--- config.mk ---
export PLATFORM = sky130hd
export DESIGN_NAME = ectc_core
export DESIGN_NICKNAME = d
export VERILOG_FILES = /design/src/rtl/ectc_pkg.sv /design/src/rtl/ectc_core.sv
export SDC_FILE = /design/constraint.sdc
export NUM_CORES = 1
export LEC_CHECK = 0
export BUFFER_PORTS_ARGS = -buffer_cell sky130_fd_sc_hd__buf_4
export CORE_ASPECT_RATIO = 1.4
export CORE_MARGIN = 4
export CORE_UTILIZATION = 30
export CTS_CLUSTER_SIZE = 30
export DETAILED_ROUTE_END_ITERATION = 10
export GPL_TIMING_DRIVEN = 0
export SYNTH_ARGS = -nofsm -noshare
export SYNTH_HDL_FRONTEND = slang
export SYNTH_SLANG_ARGS = --single-unit
--- constraint.sdc ---
create_clock -name sys_clk -period 4.9 [get_ports sys_clk]
set_input_delay 0.98 -clock sys_clk [delete_from_list [all_inputs] [get_ports sys_clk]]
set_output_delay 0.98 -clock sys_clk [all_outputs]
set_load 0.01 [all_outputs]
--- src/rtl/ectc_pkg.sv ---
// Shared constants and types for the eight-channel 8-bit timer core
package ectc_pkg;

	localparam int DATA_W = 8;
	localparam int ADDR_W = 8;
	localparam int PAIRS = 4;
	localparam int TIMERS = 8;

	// Register map
	localparam logic [7:0] ADDR_RUN = 8'h20;
	localparam logic [7:0] ADDR_WIDE_RUN = 8'h21;
	localparam logic [7:0] ADDR_FFC_LOW = 8'h25;
	localparam logic [7:0] ADDR_FFC_HIGH = 8'h2c;
	localparam logic [7:0] ADDR_DBUF = 8'h30;
	localparam logic [7:0] ADDR_STATUS = 8'h31;
	localparam logic [7:0] ADDR_MODE [PAIRS] = '{8'h24, 8'h28, 8'h2b, 8'h2f};
	localparam logic [7:0] ADDR_CMP [TIMERS] =
		'{8'h22, 8'h23, 8'h26, 8'h27, 8'h29, 8'h2a, 8'h2d, 8'h2e};

	// Reset values
	localparam logic [7:0] RUN_RST = 8'h00;
	localparam logic PRERUN_RST = 1'b0;
	localparam logic [3:0] DBUF_RST = 4'h0;
	localparam logic [7:0] FFC_RST = 8'h00;
	localparam logic [7:0] MODE_RST = 8'h00;

	// Field positions
	localparam int PRERUN_BIT = 7;
	localparam int FFC_NIBBLE = 4;
	localparam int FFC_INV_BIT = 2;
	localparam int FFC_SRC_BIT = 3;
	localparam logic [7:0] FFC_KEEP_MASK = 8'hcc;

	// Prescaler: fed at the CPU clock divided by four, 9-bit divider
	localparam int PRE_IN_DIV = 4;
	localparam int PRE_W = 9;
	localparam int TAP_DIV8_MSB = 0;
	localparam int TAP_DIV32_MSB = 2;
	localparam int TAP_DIV128_MSB = 4;
	localparam int TAP_DIV2048_MSB = 8;

	// Flip-flop software commands
	localparam logic [1:0] FF_INVERT = 2'h0;
	localparam logic [1:0] FF_CLEAR = 2'h1;
	localparam logic [1:0] FF_SET = 2'h2;

	// PWM cycle tops (2^n - 1)
	localparam logic [7:0] PWM_TOP6 = 8'h3f;
	localparam logic [7:0] PWM_TOP7 = 8'h7f;
	localparam logic [7:0] PWM_TOP8 = 8'hff;

	typedef enum logic [1:0] {
		PM_INT8 = 2'h0,
		PM_INT16 = 2'h1,
		PM_PPG = 2'h2,
		PM_PWM = 2'h3
	} ectc_pmode_t;

	typedef enum logic [1:0] {
		EVEN_EXT = 2'h0,
		EVEN_T1 = 2'h1,
		EVEN_T4 = 2'h2,
		EVEN_T16 = 2'h3
	} ectc_even_clk_t;

	typedef enum logic [1:0] {
		ODD_MATCH = 2'h0,
		ODD_T1 = 2'h1,
		ODD_T16 = 2'h2,
		ODD_PRESCALER_TAP_DIV2048 = 2'h3
	} ectc_odd_clk_t;

	typedef struct packed {
		ectc_pmode_t pmode;
		logic [1:0] pwm_n;
		ectc_odd_clk_t odd_clk;
		ectc_even_clk_t even_clk;
	} ectc_mode_t;

	typedef struct packed {
		logic wr;
		logic rd;
		logic [ADDR_W-1:0] addr;
		logic [DATA_W-1:0] wdata;
	} ectc_bus_req_t;

endpackage

--- src/rtl/ectc_core.sv ---
// Eight 8-bit timers in four pairs with shared prescaler and register port
`timescale 1ns/1ps
`default_nettype none

module ectc_core #(
	parameter int NUM_PAIRS = 4
) (
	// Clock and reset
	input wire logic sys_clk,
	input wire logic reset_n,
	// Register port
	input wire ectc_pkg::ectc_bus_req_t bus_req,
	output logic [7:0] rd_data_ff,
	// External clock pins
	input wire logic timer0_external_clock_pin,
	input wire logic timer4_external_clock_pin,
	// Timer events
	output logic [7:0] timer_interrupt_request_ff,
	output logic [7:0] match_detect_ff,
	output logic [3:0] pair_output_flipflop_ff,
	// Prescaler taps for other peripherals
	output logic [3:0] prescaler_tap_ff
);

	generate
		if (NUM_PAIRS != ectc_pkg::PAIRS)
		begin : g_bad_pairs
			$error("ectc_core serves exactly four timer pairs");
		end
	endgenerate

	function automatic logic wr_to(input ectc_pkg::ectc_bus_req_t r, input logic [7:0] a);
		return r.wr && (r.addr == a);
	endfunction

	function automatic logic low_ones(input logic [8:0] v, input int msb);
		logic r;
		r = 1'b1;
		for (int i = 0; i < ectc_pkg::PRE_W; i++)
			if (i <= msb)
				r = r & v[i];
		return r;
	endfunction

	logic [7:0] run_ff;
	logic prerun_ff;
	logic [3:0] dbuf_ff;
	logic [7:0] ffc_ff [2];
	ectc_pkg::ectc_mode_t mode_ff [ectc_pkg::PAIRS];
	logic [1:0] fc_div_ff;
	logic [8:0] pre_cnt_ff;
	logic pre_en;
	logic [3:0] tap;
	logic [1:0] ext_meta_ff;
	logic [1:0] ext_sync_ff;
	logic [1:0] ext_prev_ff;
	logic [1:0] ext_rise;
	logic [7:0] irq_v;
	logic [7:0] match_v;
	logic [3:0] pair_ff_v;

	// Control registers
	// run cleared
	always_ff @(posedge sys_clk)
	begin
		if (!reset_n)
			run_ff <= ectc_pkg::RUN_RST;
		else if (wr_to(bus_req, ectc_pkg::ADDR_RUN))
			run_ff <= bus_req.wdata;
	end

	always_ff @(posedge sys_clk)
	begin
		if (!reset_n)
			prerun_ff <= ectc_pkg::PRERUN_RST;
		else if (wr_to(bus_req, ectc_pkg::ADDR_WIDE_RUN))
			prerun_ff <= bus_req.wdata[ectc_pkg::PRERUN_BIT];
	end

	always_ff @(posedge sys_clk)
	begin
		if (!reset_n)
			dbuf_ff <= ectc_pkg::DBUF_RST;
		else if (wr_to(bus_req, ectc_pkg::ADDR_DBUF))
			dbuf_ff <= bus_req.wdata[3:0];
	end

	// Command bits act once on the write and are not kept
	always_ff @(posedge sys_clk)
	begin
		if (!reset_n)
		begin
			ffc_ff[0] <= ectc_pkg::FFC_RST;
			ffc_ff[1] <= ectc_pkg::FFC_RST;
		end
		else
		begin
			if (wr_to(bus_req, ectc_pkg::ADDR_FFC_LOW))
				ffc_ff[0] <= bus_req.wdata & ectc_pkg::FFC_KEEP_MASK;
			if (wr_to(bus_req, ectc_pkg::ADDR_FFC_HIGH))
				ffc_ff[1] <= bus_req.wdata & ectc_pkg::FFC_KEEP_MASK;
		end
	end

	always_ff @(posedge sys_clk)
	begin
		if (!reset_n)
		begin
			for (int p = 0; p < ectc_pkg::PAIRS; p++)
				mode_ff[p] <= ectc_pkg::MODE_RST;
		end
		else
		begin
			for (int p = 0; p < ectc_pkg::PAIRS; p++)
				if (wr_to(bus_req, ectc_pkg::ADDR_MODE[p]))
					mode_ff[p] <= bus_req.wdata;
		end
	end

	// Read port; compare values are write-only
	// reads as zero
	always_ff @(posedge sys_clk)
	begin
		if (!reset_n)
			rd_data_ff <= 8'h00;
		else if (bus_req.rd)
		begin
			rd_data_ff <= 8'h00;
			if (bus_req.addr == ectc_pkg::ADDR_RUN)
				rd_data_ff <= run_ff;
			if (bus_req.addr == ectc_pkg::ADDR_WIDE_RUN)
				rd_data_ff <= {prerun_ff, 7'h00};
			if (bus_req.addr == ectc_pkg::ADDR_DBUF)
				rd_data_ff <= {4'h0, dbuf_ff};
			if (bus_req.addr == ectc_pkg::ADDR_FFC_LOW)
				rd_data_ff <= ffc_ff[0];
			if (bus_req.addr == ectc_pkg::ADDR_FFC_HIGH)
				rd_data_ff <= ffc_ff[1];
			if (bus_req.addr == ectc_pkg::ADDR_STATUS)
				rd_data_ff <= {4'h0, pair_ff_v};
			for (int p = 0; p < ectc_pkg::PAIRS; p++)
				if (bus_req.addr == ectc_pkg::ADDR_MODE[p])
					rd_data_ff <= mode_ff[p];
		end
	end

	// Prescaler input enable at a quarter of sys_clk
	// enable not clock
	always_ff @(posedge sys_clk)
	begin
		if (!reset_n)
			fc_div_ff <= 2'h0;
		else
			fc_div_ff <= fc_div_ff + 2'h1;
	end

	assign pre_en = (fc_div_ff == 2'(ectc_pkg::PRE_IN_DIV - 1));

	always_ff @(posedge sys_clk)
	begin
		if (!reset_n || !prerun_ff)
			pre_cnt_ff <= 9'h000;
		else if (pre_en)
			pre_cnt_ff <= pre_cnt_ff + 9'h001;
	end

	assign tap[0] = prerun_ff && pre_en && low_ones(pre_cnt_ff, ectc_pkg::TAP_DIV8_MSB);
	assign tap[1] = prerun_ff && pre_en && low_ones(pre_cnt_ff, ectc_pkg::TAP_DIV32_MSB);
	assign tap[2] = prerun_ff && pre_en && low_ones(pre_cnt_ff, ectc_pkg::TAP_DIV128_MSB);
	assign tap[3] = prerun_ff && pre_en && low_ones(pre_cnt_ff, ectc_pkg::TAP_DIV2048_MSB);

	always_ff @(posedge sys_clk)
	begin
		if (!reset_n)
			prescaler_tap_ff <= 4'h0;
		else
			prescaler_tap_ff <= tap;
	end

	// Pins are asynchronous: two flops, then edge detect on the second
	always_ff @(posedge sys_clk)
	begin
		if (!reset_n)
		begin
			ext_meta_ff <= 2'h0;
			ext_sync_ff <= 2'h0;
			ext_prev_ff <= 2'h0;
		end
		else
		begin
			ext_meta_ff <= {timer4_external_clock_pin, timer0_external_clock_pin};
			ext_sync_ff <= ext_meta_ff;
			ext_prev_ff <= ext_sync_ff;
		end
	end

	assign ext_rise = ext_sync_ff & ~ext_prev_ff;

	genvar gp;
	generate
		for (gp = 0; gp < ectc_pkg::PAIRS; gp++)
		begin : g_pair
			localparam int E = 2 * gp;
			localparam int O = 2 * gp + 1;
			ectc_pkg::ectc_mode_t md;
			logic [7:0] cnt_e_ff;
			logic [7:0] cnt_o_ff;
			logic [7:0] cmp_e_ff;
			logic [7:0] cmp_o_ff;
			logic [7:0] buf_ff;
			logic [7:0] nxt_e;
			logic [7:0] nxt_o;
			logic [7:0] wide_o;
			logic [7:0] pwm_top;
			logic ext_tick;
			logic tick_e;
			logic tick_o;
			logic hit_e;
			logic hit_o;
			logic wide_hit;
			logic cyc_hit;
			logic pwm_wrap;
			logic toggle;
			logic out_ff;
			logic [3:0] ffc;

			assign md = mode_ff[gp];
			assign ffc = ffc_ff[gp / 2][(gp % 2) * ectc_pkg::FFC_NIBBLE +: ectc_pkg::FFC_NIBBLE];
			assign nxt_e = cnt_e_ff + 8'h01;
			assign nxt_o = cnt_o_ff + 8'h01;

			// only timers 0 and 4 have a pin
			if (gp == 0)
			begin : g_ext0
				assign ext_tick = ext_rise[0];
			end
			else if (gp == 2)
			begin : g_ext4
				assign ext_tick = ext_rise[1];
			end
			else
			begin : g_noext
				assign ext_tick = 1'b0;
			end

			always_comb
			begin
				tick_e = 1'b0;
				unique case (md.even_clk)
					ectc_pkg::EVEN_EXT: tick_e = ext_tick;
					ectc_pkg::EVEN_T1: tick_e = tap[0];
					ectc_pkg::EVEN_T4: tick_e = tap[1];
					ectc_pkg::EVEN_T16: tick_e = tap[2];
				endcase
				tick_e = tick_e && run_ff[E];
			end

			assign hit_e = tick_e && (nxt_e == cmp_e_ff);

			always_comb
			begin
				tick_o = 1'b0;
				unique case (md.odd_clk)
					ectc_pkg::ODD_MATCH: tick_o = hit_e;
					ectc_pkg::ODD_T1: tick_o = tap[0];
					ectc_pkg::ODD_T16: tick_o = tap[2];
					ectc_pkg::ODD_PRESCALER_TAP_DIV2048: tick_o = tap[3];
				endcase
				if (md.pmode == ectc_pkg::PM_INT16)
					tick_o = tick_e && (cnt_e_ff == 8'hff);
				if (md.pmode == ectc_pkg::PM_PPG)
					tick_o = 1'b0;
				tick_o = tick_o && run_ff[O];
			end

			assign hit_o = tick_o && (nxt_o == cmp_o_ff);
			assign wide_o = tick_o ? nxt_o : cnt_o_ff;
			// Both halves must meet in the same step, so the 16-bit value matches once
			// A stopped odd half must not complete the 16-bit match on its own
			assign wide_hit = (md.pmode == ectc_pkg::PM_INT16) && tick_e && run_ff[O]
				&& (nxt_e == cmp_e_ff) && (wide_o == cmp_o_ff);
			// PPG: even compare sets the duty, odd compare sets the cycle
			assign cyc_hit = (md.pmode == ectc_pkg::PM_PPG) && tick_e
				&& (nxt_e == cmp_o_ff);

			always_comb
			begin
				unique case (md.pwm_n)
					2'h0: pwm_top = ectc_pkg::PWM_TOP6;
					2'h1: pwm_top = ectc_pkg::PWM_TOP7;
					default: pwm_top = ectc_pkg::PWM_TOP8;
				endcase
			end

			assign pwm_wrap = (md.pmode == ectc_pkg::PM_PWM) && tick_e && (cnt_e_ff == pwm_top);

			always_ff @(posedge sys_clk)
			begin
				if (!reset_n || !run_ff[E])
					cnt_e_ff <= 8'h00;
				else
				begin
					unique case (md.pmode)
						ectc_pkg::PM_INT8: cnt_e_ff <= hit_e ? 8'h00 : (tick_e ? nxt_e : cnt_e_ff);
						ectc_pkg::PM_INT16: cnt_e_ff <= wide_hit ? 8'h00 : (tick_e ? nxt_e : cnt_e_ff);
						ectc_pkg::PM_PPG: cnt_e_ff <= cyc_hit ? 8'h00 : (tick_e ? nxt_e : cnt_e_ff);
						ectc_pkg::PM_PWM: cnt_e_ff <= pwm_wrap ? 8'h00 : (tick_e ? nxt_e : cnt_e_ff);
					endcase
				end
			end

			always_ff @(posedge sys_clk)
			begin
				if (!reset_n || !run_ff[O])
					cnt_o_ff <= 8'h00;
				else if (md.pmode == ectc_pkg::PM_INT16)
					cnt_o_ff <= wide_hit ? 8'h00 : wide_o;
				else if (hit_o)
					cnt_o_ff <= 8'h00;
				else if (tick_o)
					cnt_o_ff <= nxt_o;
			end

			// Compare values are left unreset; counters stay stopped until the run register is written
			// shared address write
			always_ff @(posedge sys_clk)
			begin
				if (wr_to(bus_req, ectc_pkg::ADDR_CMP[E]))
					buf_ff <= bus_req.wdata;
			end

			always_ff @(posedge sys_clk)
			begin
				if (wr_to(bus_req, ectc_pkg::ADDR_CMP[E]) && !dbuf_ff[gp])
					cmp_e_ff <= bus_req.wdata;
				else if (dbuf_ff[gp] && (cyc_hit || pwm_wrap))
					cmp_e_ff <= buf_ff;
			end

			always_ff @(posedge sys_clk)
			begin
				if (wr_to(bus_req, ectc_pkg::ADDR_CMP[O]))
					cmp_o_ff <= bus_req.wdata;
			end

			always_comb
			begin
				unique case (md.pmode)
					ectc_pkg::PM_INT8: irq_v[E] = hit_e;
					ectc_pkg::PM_PPG: irq_v[E] = cyc_hit;
					ectc_pkg::PM_PWM: irq_v[E] = pwm_wrap;
					default: irq_v[E] = 1'b0;
				endcase
				irq_v[O] = (md.pmode == ectc_pkg::PM_INT16) ? wide_hit : hit_o;
				match_v[E] = hit_e || cyc_hit;
				match_v[O] = (md.pmode == ectc_pkg::PM_INT16) ? wide_hit : hit_o;
			end

			always_comb
			begin
				unique case (md.pmode)
					ectc_pkg::PM_INT8: toggle = ffc[ectc_pkg::FFC_SRC_BIT] ? hit_o : hit_e;
					ectc_pkg::PM_INT16: toggle = wide_hit;
					ectc_pkg::PM_PPG: toggle = hit_e || cyc_hit;
					ectc_pkg::PM_PWM: toggle = hit_e || pwm_wrap;
				endcase
			end

			// one output flip-flop per pair; software command beats a match
			always_ff @(posedge sys_clk)
			begin
				if (!reset_n)
					out_ff <= 1'b0;
				else if (wr_to(bus_req, gp < 2 ? ectc_pkg::ADDR_FFC_LOW : ectc_pkg::ADDR_FFC_HIGH)
					&& (bus_req.wdata[(gp % 2) * ectc_pkg::FFC_NIBBLE +: 2] != 2'h3))
				begin
					unique case (bus_req.wdata[(gp % 2) * ectc_pkg::FFC_NIBBLE +: 2])
						ectc_pkg::FF_CLEAR: out_ff <= 1'b0;
						ectc_pkg::FF_SET: out_ff <= 1'b1;
						default: out_ff <= ~out_ff;
					endcase
				end
				else if (toggle && ffc[ectc_pkg::FFC_INV_BIT])
					out_ff <= ~out_ff;
			end

			assign pair_ff_v[gp] = out_ff;
		end
	endgenerate

	assign pair_output_flipflop_ff = pair_ff_v;

	always_ff @(posedge sys_clk)
	begin
		if (!reset_n)
		begin
			timer_interrupt_request_ff <= 8'h00;
			match_detect_ff <= 8'h00;
		end
		else
		begin
			timer_interrupt_request_ff <= irq_v;
			match_detect_ff <= match_v;
		end
	end

endmodule

`default_nettype wire

==> summary.md <==
| Metric | Value |
|---|---|
| Critical Path End Type | `flop` |
| Starting density of the core | `0.305` |
| Rel. slew slack | `0.213` |
| Vias | `12,100` |
| Starting DRC count in detailed routing | `891` |
| Area Overhead vs Synth | `14.0%` |
| # IOs | `54` |
| Final hold viol count | `0` |
| Number of vias per cell | `5.29` |
| Clk_lat worst skew | `0.56 ns` |
| Hold path depth | `1` |
| Placed cells | `2,228` |
| Clock buffer depth | `3` |
| Syn avg cell area | `9.48 um^2` |
| Row cnt | `95` |
| Ys flop type | `edfxtp_1` |
| # setup viols final | `0` |
| Largest area contributor in the netlist | `edfxtp_1` |
| Post-synth cell types | `89` |
| Post-Route Setup TNS | `0 ns` |
| Root Driver | `clkbuf_16` |
| Clk pin slew, worst setup/hold paths | `0.07 ns` |
| HPWL Detailed | `33.6 mm` |
| Mapped Nets | `1,584` |
| Largest cells by area after synthesis | `edfxtp_1, dfxtp_1, xnor2_1` |
| First-pass GRT wire length | `69.8 mm` |
| WL final | `45.7 mm` |
| Final worst slack | `0.411 ns` |
| Final Max Tran Viols | `0` |
| Aggregate global-route resource usage | `0.167` |
| Worst Hold Class | `flop to flop` |
| Setup CP Type | `flop to flop` |
| XOR/XNOR Fraction of Synth Area | `0.111` |
| Gpl congestion | `0.973` |
| Synth Area in Compound Gates | `0.132` |
| Setup bufs post-CTS | `0` |
| Synth Area in Simple Gates | `0.219` |
| Final ANT Viol Nets | `0` |
| Die height | `270 um` |
| Top-area cell type share of the netlist area | `0.278` |
| Post-synthesis register bit count | `258` |
| Number of enable flip-flop cells after synthesis | `136` |
| Final worst-path cycle share | `0.916` |
| Static Leak | `5.49 nW` |
| Post-CTS sizing | `0` |
| Largest family of logic cells by synthesized area | `simple AND/OR/NAND/NOR gates` |
| Clock skew | `0.0173 ns` |
| Total CTS buffers | `27` |
| DR WL/cell | `20.1 um` |
| Residual DRC count | `0` |
| Top cells by count, synth | `nor2_1, nand2_1, edfxtp_1` |
| Worst endpoint required time | `5.32 ns` |
| Initial antenna violation count | `1` |
| Largest net degree at the start of global routing | `21` |
| Measured slew at the worst slew-check pin | `1.17 ns` |
| Drt first pass iters | `7` |
| Worst slack at placement | `0.401 ns` |
| Total number of H-tree levels | `1` |
| Post-Synth Adder-Cell Area | `0.0128` |
| CTS tree | `yes` |
| Multi-input logic area | `7600 um^2` |
| CTS Sinks | `258` |
| Inserted Diodes | `0` |
| Mux contribution to synthesized area | `0.0427` |
| Register area share after synthesis | `0.445` |
| Port-buffer cells | `51` |
| Crit path time final | `4.49 ns` |
| Status | `finished, final reports clean` |
| Ys async rst share | `0` |
| Hold WS | `0.424 ns` |
| Post-CTS Hold Buffers | `0` |
| Chip width | `195 um` |
| Final nets | `1,664` |
| Share of cells above drive strength 1 | `0.116` |
| Power Dens Cells | `276 nW/um^2` |
| Post-synthesis cell area | `14,700 um^2` |
| Crit path DAT | `4.91 ns` |
| Startpoint types | `flop` |
| Finished Layout Cells | `2,278` |
| R2R depth | `14` |
| Vias in the first global route | `11,900` |
| Layout fillers | `4,890` |
| Max-cap viol count | `0` |
| Top-count cell post-synth | `nor2_1` |
| Post-Syn Instances | `1,547` |
| RSZ-0062 raised after global routing | `no` |
| GRT overflow | `0` |
| Ys Warns | `0` |
| CP max FO | `9` |
| Core area | `48,100 um^2` |
| Maximum vdd drop | `0.000226 V` |
| Peak Freq | `0.223 GHz` |
| Register area | `6530 um^2` |
| Die area | `52,500 um^2` |
-- placed cells by master, fill, tap and decap left out, types with 8 or more instances in the layout --
master,Yosys,final
nand2b_1,25,25
o21ai_0,47,47
a21boi_0,8,8
dfxtp_1,122,122
clkbuf_16,0,29
nor2b_1,20,20
or3_1,14,14
buf_2,12,12
and4_1,8,8
and2_1,41,41
clkbuf_1,57,63
a22oi_1,10,10
ha_1,15,15
mux2_2,37,37
a211oi_1,11,11
a31oi_1,12,12
and3_1,14,14
mux2i_1,21,21
nor2_1,176,176
nand3_1,67,67
buf_4,16,67
nor4_1,17,17
edfxtp_1,136,136
nand2_1,140,140
xor2_1,76,76
a21oi_1,66,66
nor3_1,44,44
nand4_1,33,33
xnor2_1,105,105
inv_1,35,35
o22ai_1,8,8
-- worst max-delay path, stage by stage (launching register included) --
cell,delay (ns)
dfxtp_1,0.52
ha_1,0.25
ha_1,0.23
nand3_2,0.30
o32ai_2,0.54
and2_1,0.19
buf_4,0.17
and4b_1,0.32
nand4_2,0.20
a21boi_0,0.38
mux2_2,0.40
a2111oi_4,0.28
nor3_1,0.10
a2111oi_0,0.35
nor3_1,0.09
-- logic make-up after synthesis --
logic type / after synthesis
xor gates and xnor gates: 183
buffers and inverters: 122
muxes: 58
and+or+nand+nor: 643
DFF: 258
adders and majority gates: 15
AOI/OAI and AO/OA: 268
-- layer usage --
layer  GRT usage  up-vias  part of all wire
li1            -     5742                 -
met1       0.190     5809              0.39
met2       0.304      381              0.50
met3      0.0212      125             0.052
met4      0.0858        0             0.057
met5           0        -                 0
-- final timing paths --
path	start	to	slack (ns)
max reg2reg	pre_cnt_ff[0]$_SDFFE_PP0N_	g_pair[1].out_ff$_SDFFE_PN0P_	0.41
min reg2reg	ext_meta_ff[1]$_SDFF_PN0_	ext_sync_ff[1]$_SDFF_PN0_	0.42
min	ext_meta_ff[1]$_SDFF_PN0_	ext_sync_ff[1]$_SDFF_PN0_	0.42
max	pre_cnt_ff[0]$_SDFFE_PP0N_	g_pair[1].out_ff$_SDFFE_PN0P_	0.41
-- registers in the layout (all words and copies together) (netlist names), 8 cells and up --
signal                      cells
g_pair.buf_ff                  32
g_pair.cmp_e_ff                32
g_pair.cmp_o_ff                32
g_pair.cnt_e_ff                32
g_pair.cnt_o_ff                32
mode_ff                        32
pre_cnt_ff                      9
ffc_ff                          8
rd_data_ff                      8
run_ff                          8
timer_interrupt_request_ff      8
-- final cells by class --
cell class / count / area share
multi-input combinational: 1167 / 0.454
sequential: 258 / 0.390
tap: 630 / 0.0471
clock buffer: 38 / 0.0462
buffer: 87 / 0.0245
timing repair buffer: 51 / 0.0229
inverter: 35 / 0.00786
clock inverter: 12 / 0.00696
-- where the power goes --
| part | switching [mW] | leakage (nW) | internal [mW] |
|---|---|---|---|
| registers | 0.0365 | 2.23 | 2.30 |
| logic | 0.132 | 2.82 | 0.0591 |
| clock network | 0.883 | 0.446 | 1.21 |
-- stage by stage --
step | total power [mW] | util | area [um^2]
floorplan | 2.45 | - | 14700
global placement | 2.57 | 0.329 | 15800
detailed placement | 2.57 | 0.329 | 15800
CTS | 4.66 | 0.347 | 16700
global route | 4.76 | 0.347 | 16700
finish | 4.61 | 0.347 | 16700
Note: power is estimated with default switching activity, not from simulation.
